**config.mk**
```make
export PLATFORM = sky130hd
export DESIGN_NAME = fts_ctrl
export DESIGN_NICKNAME = d
export VERILOG_FILES = /design/src/fts_pkg.sv /design/src/fts_tach_meas.sv /design/src/fts_spinup.sv /design/src/fts_ctrl.sv
export SDC_FILE = /design/constraint.sdc
export NUM_CORES = 1
export LEC_CHECK = 0
export ABC_AREA = 0
export BUFFER_PORTS_ARGS = -buffer_cell sky130_fd_sc_hd__buf_2
export CAP_MARGIN = 20
export CORE_MARGIN = 2
export CORE_UTILIZATION = 55
export CTS_CLUSTER_DIAMETER = 50
export DETAILED_ROUTE_END_ITERATION = 16
export PLACE_DENSITY = 0.76
export SYNTH_ARGS = -nofsm -noshare
export SYNTH_HDL_FRONTEND = slang
export SYNTH_SLANG_ARGS = --single-unit
export TNS_END_PERCENT = 100
```
**constraint.sdc**
```tcl
create_clock -name mclk -period 3.08 [get_ports mclk]
set_input_delay 0.154 -clock mclk [delete_from_list [all_inputs] [get_ports mclk]]
set_output_delay 0.154 -clock mclk [all_outputs]
set_load 0.02 [all_outputs]
```
**src/fts_pkg.sv**
```systemverilog
// Package for the fan tach mode and spin-up control block.
// Assumes one clock domain and a byte-wide register port from the serial slave.
// Functional notes
// - Addresses 70h to 7Fh are vendor space; values there undefined after power-up.
// - Tach mode register holds three 2-bit selects: input one, two, three/four.
// - Four modes with low PWM range; only mode 0 with high range.
// - Reported speed always assumes two tach pulses per revolution.
// - Mode 00 is plain detection; under-range readings may be spurious.
// - Mode 01 is plain detection; under-range reports FFFFh.
// - Mode 10 uses extended low-speed circuitry for accuracy; under-range FFFFh.
// - Mode 11 uses extended low-speed, least PWM disturbance; under-range FFFFh.
// - Minimum speed depends on PWM frequency; 841 RPM or 210 to 420 RPM.
// - Tach mode stays writable under lock; default 00h used while start clear.
// - Spin-up register holds three early-stop enables, reset 7h; clear means full time.
// - Enabled early stop ends spin-up on tach past limit or timeout, whichever first.
// - Spin-up register ignores writes once locked; default used while start clear.
// - Undefined addresses read 00h; writes there do nothing and raise no error.
// - Setting bit 0 of test register 6Fh enters XOR-tree test mode.
// - XOR tree leaves out the serial pins; chaining order is free.
// - Writing zero to the XOR-tree enable leaves test mode.
package fts_pkg;
  localparam logic [7:0] ADDR_TEST       = 8'h6f;
  localparam logic [7:0] ADDR_TACH_MODE  = 8'h74;
  localparam logic [7:0] ADDR_SPINUP     = 8'h75;
  localparam logic [7:0] TACH_MODE_RESET = 8'h00;
  localparam logic [2:0] SPINUP_RESET    = 3'h7;
  localparam logic [7:0] TEST_RESET      = 8'h00;
  localparam logic [7:0] TACH_MODE_MASK  = 8'h3f;
  localparam logic [7:0] SPINUP_MASK     = 8'h07;
  localparam logic [7:0] TEST_MASK       = 8'h01;
  localparam logic [15:0] COUNT_SAT      = 16'hffff;
  localparam logic [15:0] SAT_FLOOR      = 16'h8000;
  localparam int         PULSES_PER_REV  = 2;

  // Tach measurement modes.
  typedef enum logic [1:0] {
    FTS_MODE_PLAIN     = 2'h0,
    FTS_MODE_PLAIN_SAT = 2'h1,
    FTS_MODE_ACCURATE  = 2'h2,
    FTS_MODE_GENTLE    = 2'h3
  } fts_mode_e;

  // Register access carried from the serial slave.
  typedef struct packed {
    logic       wr;
    logic       rd;
    logic [7:0] addr;
    logic [7:0] wdata;
  } fts_reg_req_s;

  // Spin-up control for one drive output.
  typedef struct packed {
    logic        start;
    logic [15:0] time_cycles;
    logic [15:0] tach_limit;
  } fts_spin_cfg_s;
endpackage

```
**src/fts_tach_meas.sv**
```systemverilog
// Tachometer period counter for one fan input.
// Assumes tach input synchronous to mclk; pwm_on marks drive-on phase.
`timescale 1ns/100ps
module fts_tach_meas #(
  parameter int WIDTH = 16
) (
  // Clock and reset.
  input  wire logic             mclk,
  input  wire logic             nrst,
  // Configuration.
  input  wire fts_pkg::fts_mode_e mode,
  input  wire logic             high_freq,
  // Fan signals.
  input  wire logic             tach,
  input  wire logic             pwm_on,
  input  wire logic [WIDTH-1:0] min_limit,
  // Result.
  output logic [WIDTH-1:0]      count,
  output logic                  valid
);
  logic             tach_q;
  logic [WIDTH-1:0] run;
  logic [1:0]       edges;
  logic             rise;
  logic             over;
  logic             comp;
  logic             hold;
  fts_pkg::fts_mode_e eff;

  // High PWM range forces plain mode; compensation pauses counting off-phase.
  assign eff  = high_freq ? fts_pkg::FTS_MODE_PLAIN : mode;
  assign comp = (eff == fts_pkg::FTS_MODE_ACCURATE) ||
                (eff == fts_pkg::FTS_MODE_GENTLE);
  assign hold = comp && !pwm_on;
  assign rise = tach && !tach_q;
  assign over = (run >= min_limit);

  // Edge detector on the tach input. It resets to the pulled-up idle level,
  // so that a stopped fan does not show a false edge after reset.
  always_ff @(posedge mclk or negedge nrst) begin
    if (!nrst) begin
      tach_q <= 1'b1;
    end else begin
      tach_q <= tach;
    end
  end

  // Count across two pulses, one revolution.
  always_ff @(posedge mclk or negedge nrst) begin
    if (!nrst) begin
      run   <= '0;
      edges <= 2'h0;
      count <= fts_pkg::COUNT_SAT;
      valid <= 1'b0;
    end else begin
      valid <= 1'b0;
      if (rise && edges == 2'(fts_pkg::PULSES_PER_REV)) begin
        count <= run;
        valid <= 1'b1;
        run   <= '0;
        edges <= 2'h1;
      end else if (rise) begin
        edges <= edges + 2'h1;
      end else if (over && eff != fts_pkg::FTS_MODE_PLAIN) begin
        count <= fts_pkg::COUNT_SAT;
        valid <= 1'b1;
        run   <= '0;
        edges <= 2'h1;
      end else if (over) begin
        run <= '0;
      end else if (!hold && edges != 2'h0) begin
        run <= run + 1'b1;
      end
    end
  end
endmodule

```
**src/fts_spinup.sv**
```systemverilog
// Spin-up timer for one fan drive output.
// Assumes start is a one-cycle pulse from the drive logic.
`timescale 1ns/100ps
module fts_spinup (
  // Clock and reset.
  input  wire logic                   mclk,
  input  wire logic                   nrst,
  // Control.
  input  wire fts_pkg::fts_spin_cfg_s cfg,
  input  wire logic                   early_en,
  input  wire logic [15:0]            tach_count,
  input  wire logic                   tach_valid,
  // Status.
  output logic                        spinning
);
  typedef enum logic [1:0] {
    FTS_IDLE = 2'b01,
    FTS_SPIN = 2'b10
  } fts_spin_e;
  fts_spin_e   state;
  logic [15:0] left;
  logic        fast;

  // Fan is fast enough when its period is below the limit.
  assign fast = tach_valid && (tach_count < cfg.tach_limit);
  assign spinning = (state == FTS_SPIN);

  // Spin-up sequence.
  always_ff @(posedge mclk or negedge nrst) begin
    if (!nrst) begin
      state <= FTS_IDLE;
      left  <= 16'h0000;
    end else begin
      unique case (state)
        FTS_IDLE: begin
          if (cfg.start) begin
            state <= FTS_SPIN;
            left  <= cfg.time_cycles;
          end
        end
        FTS_SPIN: begin
          if (left <= 16'h0001) begin
            state <= FTS_IDLE;
          end else if (early_en && fast) begin
            state <= FTS_IDLE;
          end
          left <= left - 16'h0001;
        end
        default: state <= FTS_IDLE;
      endcase
    end
  end
endmodule

```
**src/fts_ctrl.sv**
```systemverilog
// Top of the fan tach mode and spin-up control block.
// Assumes the serial slave presents one-cycle byte accesses; lock and start
// come from the lock/start register elsewhere.
`timescale 1ns/100ps
module fts_ctrl (
  // Clock and reset.
  input  wire logic                   mclk,
  input  wire logic                   nrst,
  // Register port.
  input  wire fts_pkg::fts_reg_req_s  req,
  output logic [7:0]                  rdata,
  output logic                        rack,
  // Global control.
  input  wire logic                   lock,
  input  wire logic                   start_bit,
  input  wire logic                   high_freq,
  // Fan pins.
  input  wire logic [3:0]             fan_speed_in,
  input  wire logic [2:0]             fan_drive_out,
  // Spin-up control per drive.
  input  wire fts_pkg::fts_spin_cfg_s spin_cfg [3],
  // Results.
  output logic [15:0]                 tach_count [4],
  output logic [3:0]                  tach_valid,
  output logic [2:0]                  spinning,
  // Test mode.
  input  wire logic [7:0]             xor_pins,
  output logic                        xor_tree_enable,
  output logic                        xor_out
);
  logic [7:0] tach_measure_mode;
  logic [2:0] fan_spinup_early_stop;
  logic [7:0] eff_mode;
  logic [2:0] eff_spin;
  logic [1:0] tach_one_mode_sel;
  logic [1:0] tach_two_mode_sel;
  logic [1:0] tach_three_four_mode_sel;
  logic       drive_one_early_stop_en;
  logic       drive_two_early_stop_en;
  logic       drive_three_early_stop_en;
  logic [7:0] next_rdata;
  logic       hit;

  // Tach mode register, writable even under lock.
  always_ff @(posedge mclk or negedge nrst) begin
    if (!nrst) begin
      tach_measure_mode <= fts_pkg::TACH_MODE_RESET;
    end else if (req.wr && req.addr == fts_pkg::ADDR_TACH_MODE) begin
      tach_measure_mode <= req.wdata & fts_pkg::TACH_MODE_MASK;
    end
  end

  // Spin-up register, frozen under lock.
  always_ff @(posedge mclk or negedge nrst) begin
    if (!nrst) begin
      fan_spinup_early_stop <= fts_pkg::SPINUP_RESET;
    end else if (req.wr && !lock && req.addr == fts_pkg::ADDR_SPINUP) begin
      fan_spinup_early_stop <= req.wdata[2:0];
    end
  end

  // Test register, frozen under lock; zero leaves test mode.
  always_ff @(posedge mclk or negedge nrst) begin
    if (!nrst) begin
      xor_tree_enable <= fts_pkg::TEST_RESET[0];
    end else if (req.wr && !lock && req.addr == fts_pkg::ADDR_TEST) begin
      xor_tree_enable <= req.wdata[0];
    end
  end

  // Defaults apply while start is clear.
  assign eff_mode = start_bit ? tach_measure_mode
                              : fts_pkg::TACH_MODE_RESET;
  assign eff_spin = start_bit ? fan_spinup_early_stop
                              : fts_pkg::SPINUP_RESET;
  assign tach_one_mode_sel        = eff_mode[1:0];
  assign tach_two_mode_sel        = eff_mode[3:2];
  assign tach_three_four_mode_sel = eff_mode[5:4];
  assign drive_one_early_stop_en   = eff_spin[0];
  assign drive_two_early_stop_en   = eff_spin[1];
  assign drive_three_early_stop_en = eff_spin[2];

  // Read decode; unknown addresses read zero and 70h-7Fh others too.
  always_comb begin
    next_rdata = 8'h00;
    hit        = 1'b1;
    unique case (req.addr)
      fts_pkg::ADDR_TACH_MODE: next_rdata = tach_measure_mode;
      fts_pkg::ADDR_SPINUP:
        next_rdata = {5'h00, fan_spinup_early_stop} & fts_pkg::SPINUP_MASK;
      fts_pkg::ADDR_TEST:
        next_rdata = {7'h00, xor_tree_enable} & fts_pkg::TEST_MASK;
      default: hit = 1'b0;
    endcase
  end

  // Read data register; every access is acknowledged, never an error.
  always_ff @(posedge mclk or negedge nrst) begin
    if (!nrst) begin
      rdata <= 8'h00;
      rack  <= 1'b0;
    end else begin
      rack <= req.rd || req.wr;
      if (req.rd) begin
        rdata <= hit ? next_rdata : 8'h00;
      end
    end
  end

  // Tach measurement per input; drive k compensates its own inputs.
  fts_tach_meas u_fan_speed_in_one (
    .mclk(mclk), .nrst(nrst),
    .mode(fts_pkg::fts_mode_e'(tach_one_mode_sel)),
    .high_freq(high_freq), .tach(fan_speed_in[0]),
    .pwm_on(fan_drive_out[0]),
    .min_limit(spin_cfg[0].tach_limit | fts_pkg::SAT_FLOOR),
    .count(tach_count[0]), .valid(tach_valid[0])
  );
  fts_tach_meas u_fan_speed_in_two (
    .mclk(mclk), .nrst(nrst),
    .mode(fts_pkg::fts_mode_e'(tach_two_mode_sel)),
    .high_freq(high_freq), .tach(fan_speed_in[1]),
    .pwm_on(fan_drive_out[1]),
    .min_limit(spin_cfg[1].tach_limit | fts_pkg::SAT_FLOOR),
    .count(tach_count[1]), .valid(tach_valid[1])
  );
  genvar gi;
  generate
    for (gi = 2; gi < 4; gi++) begin : g_tach34
      fts_tach_meas u_tach (
        .mclk(mclk), .nrst(nrst),
        .mode(fts_pkg::fts_mode_e'(tach_three_four_mode_sel)),
        .high_freq(high_freq), .tach(fan_speed_in[gi]),
        .pwm_on(fan_drive_out[2]),
        .min_limit(spin_cfg[2].tach_limit | fts_pkg::SAT_FLOOR),
        .count(tach_count[gi]), .valid(tach_valid[gi])
      );
    end
  endgenerate

  // Spin-up timers; drive three watches input three.
  fts_spinup u_spin1 (
    .mclk(mclk), .nrst(nrst), .cfg(spin_cfg[0]),
    .early_en(drive_one_early_stop_en),
    .tach_count(tach_count[0]), .tach_valid(tach_valid[0]),
    .spinning(spinning[0])
  );
  fts_spinup u_spin2 (
    .mclk(mclk), .nrst(nrst), .cfg(spin_cfg[1]),
    .early_en(drive_two_early_stop_en),
    .tach_count(tach_count[1]), .tach_valid(tach_valid[1]),
    .spinning(spinning[1])
  );
  fts_spinup u_spin3 (
    .mclk(mclk), .nrst(nrst), .cfg(spin_cfg[2]),
    .early_en(drive_three_early_stop_en),
    .tach_count(tach_count[2]), .tach_valid(tach_valid[2]),
    .spinning(spinning[2])
  );

  // XOR tree over non-serial pins; order does not matter.
  always_ff @(posedge mclk or negedge nrst) begin
    if (!nrst) begin
      xor_out <= 1'b0;
    end else begin
      xor_out <= xor_tree_enable &
                 (^{xor_pins, fan_speed_in, fan_drive_out});
    end
  end
endmodule

```
Word level (Yosys, flattened, before mapping)
Cells that the tools add are included.

word-level totals
  output and inout port bits = 82
  register bits = 218

cells by class
  multiplexer cells = 82
  $lt $le $gt $ge = 10
  reductions and logical operators = 82
  add/sub/neg operators = 11
  bitwise operators = 1
  equality and inequality tests = 29

operator list
  cell                                                                               count
  16-bit 2-to-1 mux                                                                  35
  16-bit case mux with 2 select lines                                                3
  16-bit by 1-bit adder with 16-bit output, second input constant                    4
  16-bit greater-or-equal comparator                                                 4
  16-bit by 1-bit less-or-equal comparator with 1-bit output, second input constant  3
  16-bit < comparator                                                                3
  2-bit 2-to-1 mux                                                                   24
  16-bit by 1-bit subtractor with 16-bit output, second input constant               3
  1-bit logical AND                                                                  29
  2-bit AND reduction                                                                14
  2-bit nonzero test                                                                 14
  2-bit == test, second input constant                                               13
  8-bit by 7-bit == test with 1-bit output, second input constant                    3
  6-bit case mux with 3 select lines                                                 1
  4-bit nonzero test                                                                 4
  15-bit parity                                                                      1
  2-bit != test, second input constant                                               7
  1-bit 2-to-1 mux                                                                   13
  6-bit 2-to-1 mux                                                                   2
  2-bit case mux with 2 select lines                                                 3
  3-bit nonzero test                                                                 4
  1-bit zero test                                                                    11
  3-bit != test, second input constant                                               3
  2-bit by 1-bit adder with 2-bit output, second input constant                      4
  5 further kinds                                                                    10

Depth between registers and ports, before layout
  word-level depth = 12
  mapped depth = 10
  depth with buffers taken out = 8

Cells and area by module
Synthesis repeated with hierarchy kept, for this count alone.

second synthesis, totals
  cell total of the unflattened synthesis = 1,593
  area, all modules = 14,303.7 µm²

modules (own cells, without submodules)
  module         area each (µm²)  seq. area each (µm²)  instances  cells an instance
  fts_tach_meas  2,214.6          922.1                 4          243
  fts_spinup     1,467.7          451.7                 3          178
  fts_ctrl       1,042.2          454.2                 1          87

Worst setup path after synthesis
Ideal clock, no wire load.

  kind = register to register
  from = register g_tach34[2].u_tach.count[9]
  to = register u_spin3.state[1]
  cell stages (with the launch flop) = 7
  path buffers = 0
  required time = 2.951 ns
  setup slack = 0.808 ns
  clock period less this slack = 2.272 ns
  data arrival time = 2.143 ns
  setup time = 0.129 ns
  cells stage by stage = dfstp_2 -> ha_1 -> a21o_1 -> a211o_1 -> a2111oi_0 -> a21oi_1 -> o41a_1

between the ends
  longest elaborated chain between the ends = 5

ends and longest elaborated chain
  what                                  line                 text
  from (decl)                           fts_tach_meas.sv:18  output logic [WIDTH-1:0] count,
  from (signal assigned)                fts_tach_meas.sv:53  count <= fts_pkg::COUNT_SAT;
  from (signal assigned)                fts_tach_meas.sv:58  count <= run;
  from (signal assigned)                fts_tach_meas.sv:65  count <= fts_pkg::COUNT_SAT;
  16-bit < comparator                   fts_spinup.sv:25     assign fast = tach_valid && (tach_count < cfg.tach_limit);
  1-bit logical AND                     fts_spinup.sv:25
  1-bit logical AND                     fts_spinup.sv:44     end else if (early_en && fast) begin
  3-bit != test (no source line)        n/a
  2-bit AND reduction (no source line)  n/a
  to (signal assigned)                  fts_spinup.sv:43     state <= FTS_IDLE;
  to (signal assigned)                  fts_spinup.sv:45     state <= FTS_IDLE;
  to (signal assigned)                  fts_spinup.sv:49     default: state <= FTS_IDLE;
  to (decl)                             fts_spinup.sv:20     fts_spin_e state;

No other way between the ends.
A chain may end at the register's enable or synchronous reset.

Worst setup path in the final report
Same ends and word-level chain as after synthesis.

==> results.md <==
* Status: complete, no violations
* Area Overhead vs Synth at 22.8%
* Internal power at 7.99 mW
* CTS Hold Buffers Added at 63
* Net Sw Frac at 37.9%
* Number of synthesized flops with an enable pin at 0
* Top_reg_cell synth: dfrtp_1
* Total Routed Length at 36900 um
* Slew Viols, Final at 0
* Clock-pin slew on the worst setup and hold paths at 0.06 ns
* I/O Buffers at 214
* DR DRC count at 0
* Diodes inserted at 0
* CTS tree: built
* R2r setup slk at 0.52 ns
* Num CTS Buffers at 30
* CTS Buffer Depth at 3
* Fin nets at 2038
* Die Wd at 161 um
* Placement Setup Slack at roughly 0.55 ns
* Num ports at around 220
* Routed vias at 12700
* Clock latency on the worst-skew pair at 0.54 ns
* Synth unique cells at around 90
* Hold Path End: rdata[1]
* Worst r2r dst: u_spin3.state[1]
* Layout cells sized above 1 at 23.0%
* Switch Pwr at 4.88 mW
* Power share of the clock group at 28.2%
* Initial Utilization at 56.1%
* Core Region at 0.0243 mm^2
* Crit-path max FO at 3
* Die height at 161 um
* CP max stage cell: dfstp_2
* Rows at 57
* RSZ-0062 raised after global routing: false
* First-pass GRT wire length at 61000 um
* Crit path kind: reg2reg
* Setup ws final at 0.523 ns
* # Max-Cap Violations at 0
* Max Fclk at 391 MHz
* Logic pwr share at 34.5%
* Antenna violations before repair at 0
* Leakage power at 8.19 nW
* Final GP Congestion at 0.895
* Maximum vdd drop at a little over 0.0006 V
* CP Buf/Inv Count at 0
* Mean Syn Cell Area at ~9.1 um^2
* H-tree levels at 1
* Post-synthesis sequential area ratio at between 40% and 50%
* Tmin final at 2.56 ns
* Critical path startpoint category: flop
* Via density at 5.99
* All-Layer GR Usage at 28.2%
* Part of the power in registers at 37.2%
* R2R depth at 6
* Hold crit path type: in2reg
* Async SR Flop Fraction at 100%
* CTS-repair resized insts at 0
* Synth Register Bits at 216
* Antenna violation net count after detailed routing at 0
* Final Power at around 13 mW
* Root Driver: clkbuf_16
* Setup TNS at 0 ns
* Synth warnings at 0
* CP Cell Sequence: ha_1 -> a21o_1 -> a211o_1 -> a2111oi_0 -> a21oi_1 -> o41a_1
* Wire length per cell at 17.3 um
* DP HPWL at 26300 um
* Crit end category: flop
* Mapped Area at 0.0136 mm^2
* Slew @ Worst Pin at 0.844 ns
* Final setup vio count at 0
* Worst EP required at 3.50 ns
* Vias in the first global route at 12400
* Worst hold stages at 4
* Clk sinks at between 200 and 250
* Largest net degree at the start of global routing at slightly below 80
* Post-CTS Setup Bufs at 0
* Drt first pass iters at 5
* Slew headroom at between 40% and 50%
* Die area at 0.0261 mm^2
* Post-route clock skew at 0.0143 ns
* Post-Synthesis Cells at 1500
* Worst R2R Start: g_tach34[2].u_tach.count[9]
* CP arrival at 2.98 ns
* Pwr Density at between 700 and 800 mW/mm^2
* Delay-heaviest family, CP: compound AO/OA/AOI/OAI gates
* Global route overflow at 0
* Hold path startpoint: req[11]
* Tcrit/Tclk final at 83.0%
* Delay of the slowest critical-path stage at ~0.55 ns
* Detailed router's first-iteration violation count at 990
* Final Hold Violating Endpoints at 0
==> tightest hold or removal path, delay by kind of cell <==
family / cells / cell delay, ns
buffers and inverters: 1 / 0.08
AND/OR/NAND/NOR: 2 / 0.18
AO/OA/AOI/OAI: 1 / 0.11
==> metrics by stage <==
step	instance area [um^2]	std cells	utilization (%)	hold WS [ns]
2_1_floorplan	13600	1501	-	-0.142
3_3_place_gp	15100	2007	62.0	0.133
3_5_place_dp	15100	2007	62.0	0.140
4_1_cts	16700	2126	68.9	0.0160
5_1_grt	16700	2126	68.9	0.0475
6_report	16700	2126	68.9	0.0283
==> sequential cells by signal, indices dropped and copies added (netlist names), 2 cells and up <==
register and flops:
fan_spinup_early_stop 3, g_tach34.u_tach.count 32, g_tach34.u_tach.edges 4, g_tach34.u_tach.run 32, g_tach34.u_tach.tach_q 2, g_tach34.u_tach.valid 2, rdata 6, tach_measure_mode 6
u_fan_speed_in_one.count 16, u_fan_speed_in_one.edges 2, u_fan_speed_in_one.run 16, u_fan_speed_in_two.count 16, u_fan_speed_in_two.edges 2, u_fan_speed_in_two.run 16, u_spin1.left 16, u_spin1.state 2
u_spin2.left 16, u_spin2.state 2, u_spin3.left 16, u_spin3.state 2
==> logic make-up (layout without fill, tap and decap cells) <==
| family | count (synthesis) | after routing | synth area share, % |
|---|---|---|---|
| AOI/OAI and AO/OA | 338 | 338 | 17.7 |
| buffers and inverters | 153 | 454 | 4.65 |
| and+or+nand+nor | 634 | 634 | 23.5 |
| muxes | 18 | 18 | 1.43 |
| xor gates and xnor gates | 17 | 17 | 1.09 |
| other | 1 | 2 | 0.0275 |
| DFF | 216 | 216 | 40.3 |
| adders and majority gates | 123 | 123 | 11.3 |
==> routing by layer <==
layer	vias to the layer above	wire length, um	global-route usage [%]
met5	-	0	0
met4	0	1070	8.85
met3	90	2010	3.26
met2	446	17700	47.6
met1	6130	16100	38.1
li1	6063	-	-
==> synth_stat cells (7+ instances only) <==
master | number | area share (%)
a211oi_1 | 16 | 0.88
nand4_1 | 21 | 0.96
xnor2_1 | 14 | 0.90
dfstp_2 | 74 | 14
a21oi_1 | 60 | 2.2
o31ai_1 | 7 | 0.39
and4_1 | 10 | 0.64
inv_1 | 98 | 2.7
nand3_1 | 97 | 3.6
nand2b_1 | 14 | 0.64
and3_1 | 31 | 1.4
nor4_1 | 16 | 0.73
ha_1 | 123 | 11
nand3b_1 | 9 | 0.50
nor2_1 | 103 | 2.8
a211o_1 | 14 | 0.90
or3_1 | 15 | 0.69
dfrtp_1 | 142 | 26
buf_4 | 10 | 0.55
nand2_1 | 211 | 5.8
or4_1 | 9 | 0.50
and2_1 | 10 | 0.46
nor3_1 | 32 | 1.2
o211ai_1 | 40 | 2.2
o311ai_0 | 7 | 0.45
mux2_2 | 12 | 0.99
a21o_1 | 31 | 1.7
a31oi_1 | 8 | 0.37
a311oi_1 | 7 | 0.45
clkbuf_1 | 32 | 0.88
buf_2 | 12 | 0.44
a221o_1 | 17 | 1.2
o22ai_1 | 9 | 0.41
nor2b_1 | 15 | 0.69
o21ai_0 | 55 | 2.0
a22o_1 | 10 | 0.64
==> final cells by class <==
cell class	count	area (um^2)
Clock buffer	41	843
Clock inverter	15	208
Fill cell	1928	7570
Inverter	98	368
Multi-Input combinational cell	1132	7520
Sequential cell	216	5500
Tap cell	324	405
Timing Repair Buffer	300	1910
==> power groups by stage <==
stage                     combinational, mW  clock (mW)  sequential, mW
after floorplan                        2.91           0            4.84
after global placement                 4.15           0            4.74
after detailed placement               4.34           0            4.78
after CTS                              4.43        3.67            4.75
after global routing                   4.97        3.80            4.90
final                                  4.44        3.63            4.79
==> placed cells by master, fill, tap and decap left out, drive strengths merged, types with 39 or more instances in the layout <==
master	instances
dfstp	74
a21oi	61
clkbuf	41
ha	123
nor2	105
nand2	211
nor3	39
dfrtp	142
nand3	98
dlygate4sd3	63
o211ai	40
inv	103
buf	237
o21ai	58
==> worst max-delay path by stage <==
stage	from	end	slack, ns	cells after the start
finish	g_tach34[2].u_tach.count[9]	u_spin3.state[1]	0.52	6
floorplan	g_tach34[2].u_tach.count[9]	u_spin3.state[1]	0.81	6
CTS	u_fan_speed_in_one.run[5]	u_fan_speed_in_one.run[1]	0.54	7
detailed placement	u_fan_speed_in_one.run[5]	u_fan_speed_in_one.run[1]	0.55	7
global route	u_fan_speed_in_one.run[3]	u_fan_speed_in_one.run[7]	0.31	7
global placement	u_fan_speed_in_one.run[5]	u_fan_speed_in_one.run[1]	0.64	7
(Power assumes the default switching activity.)
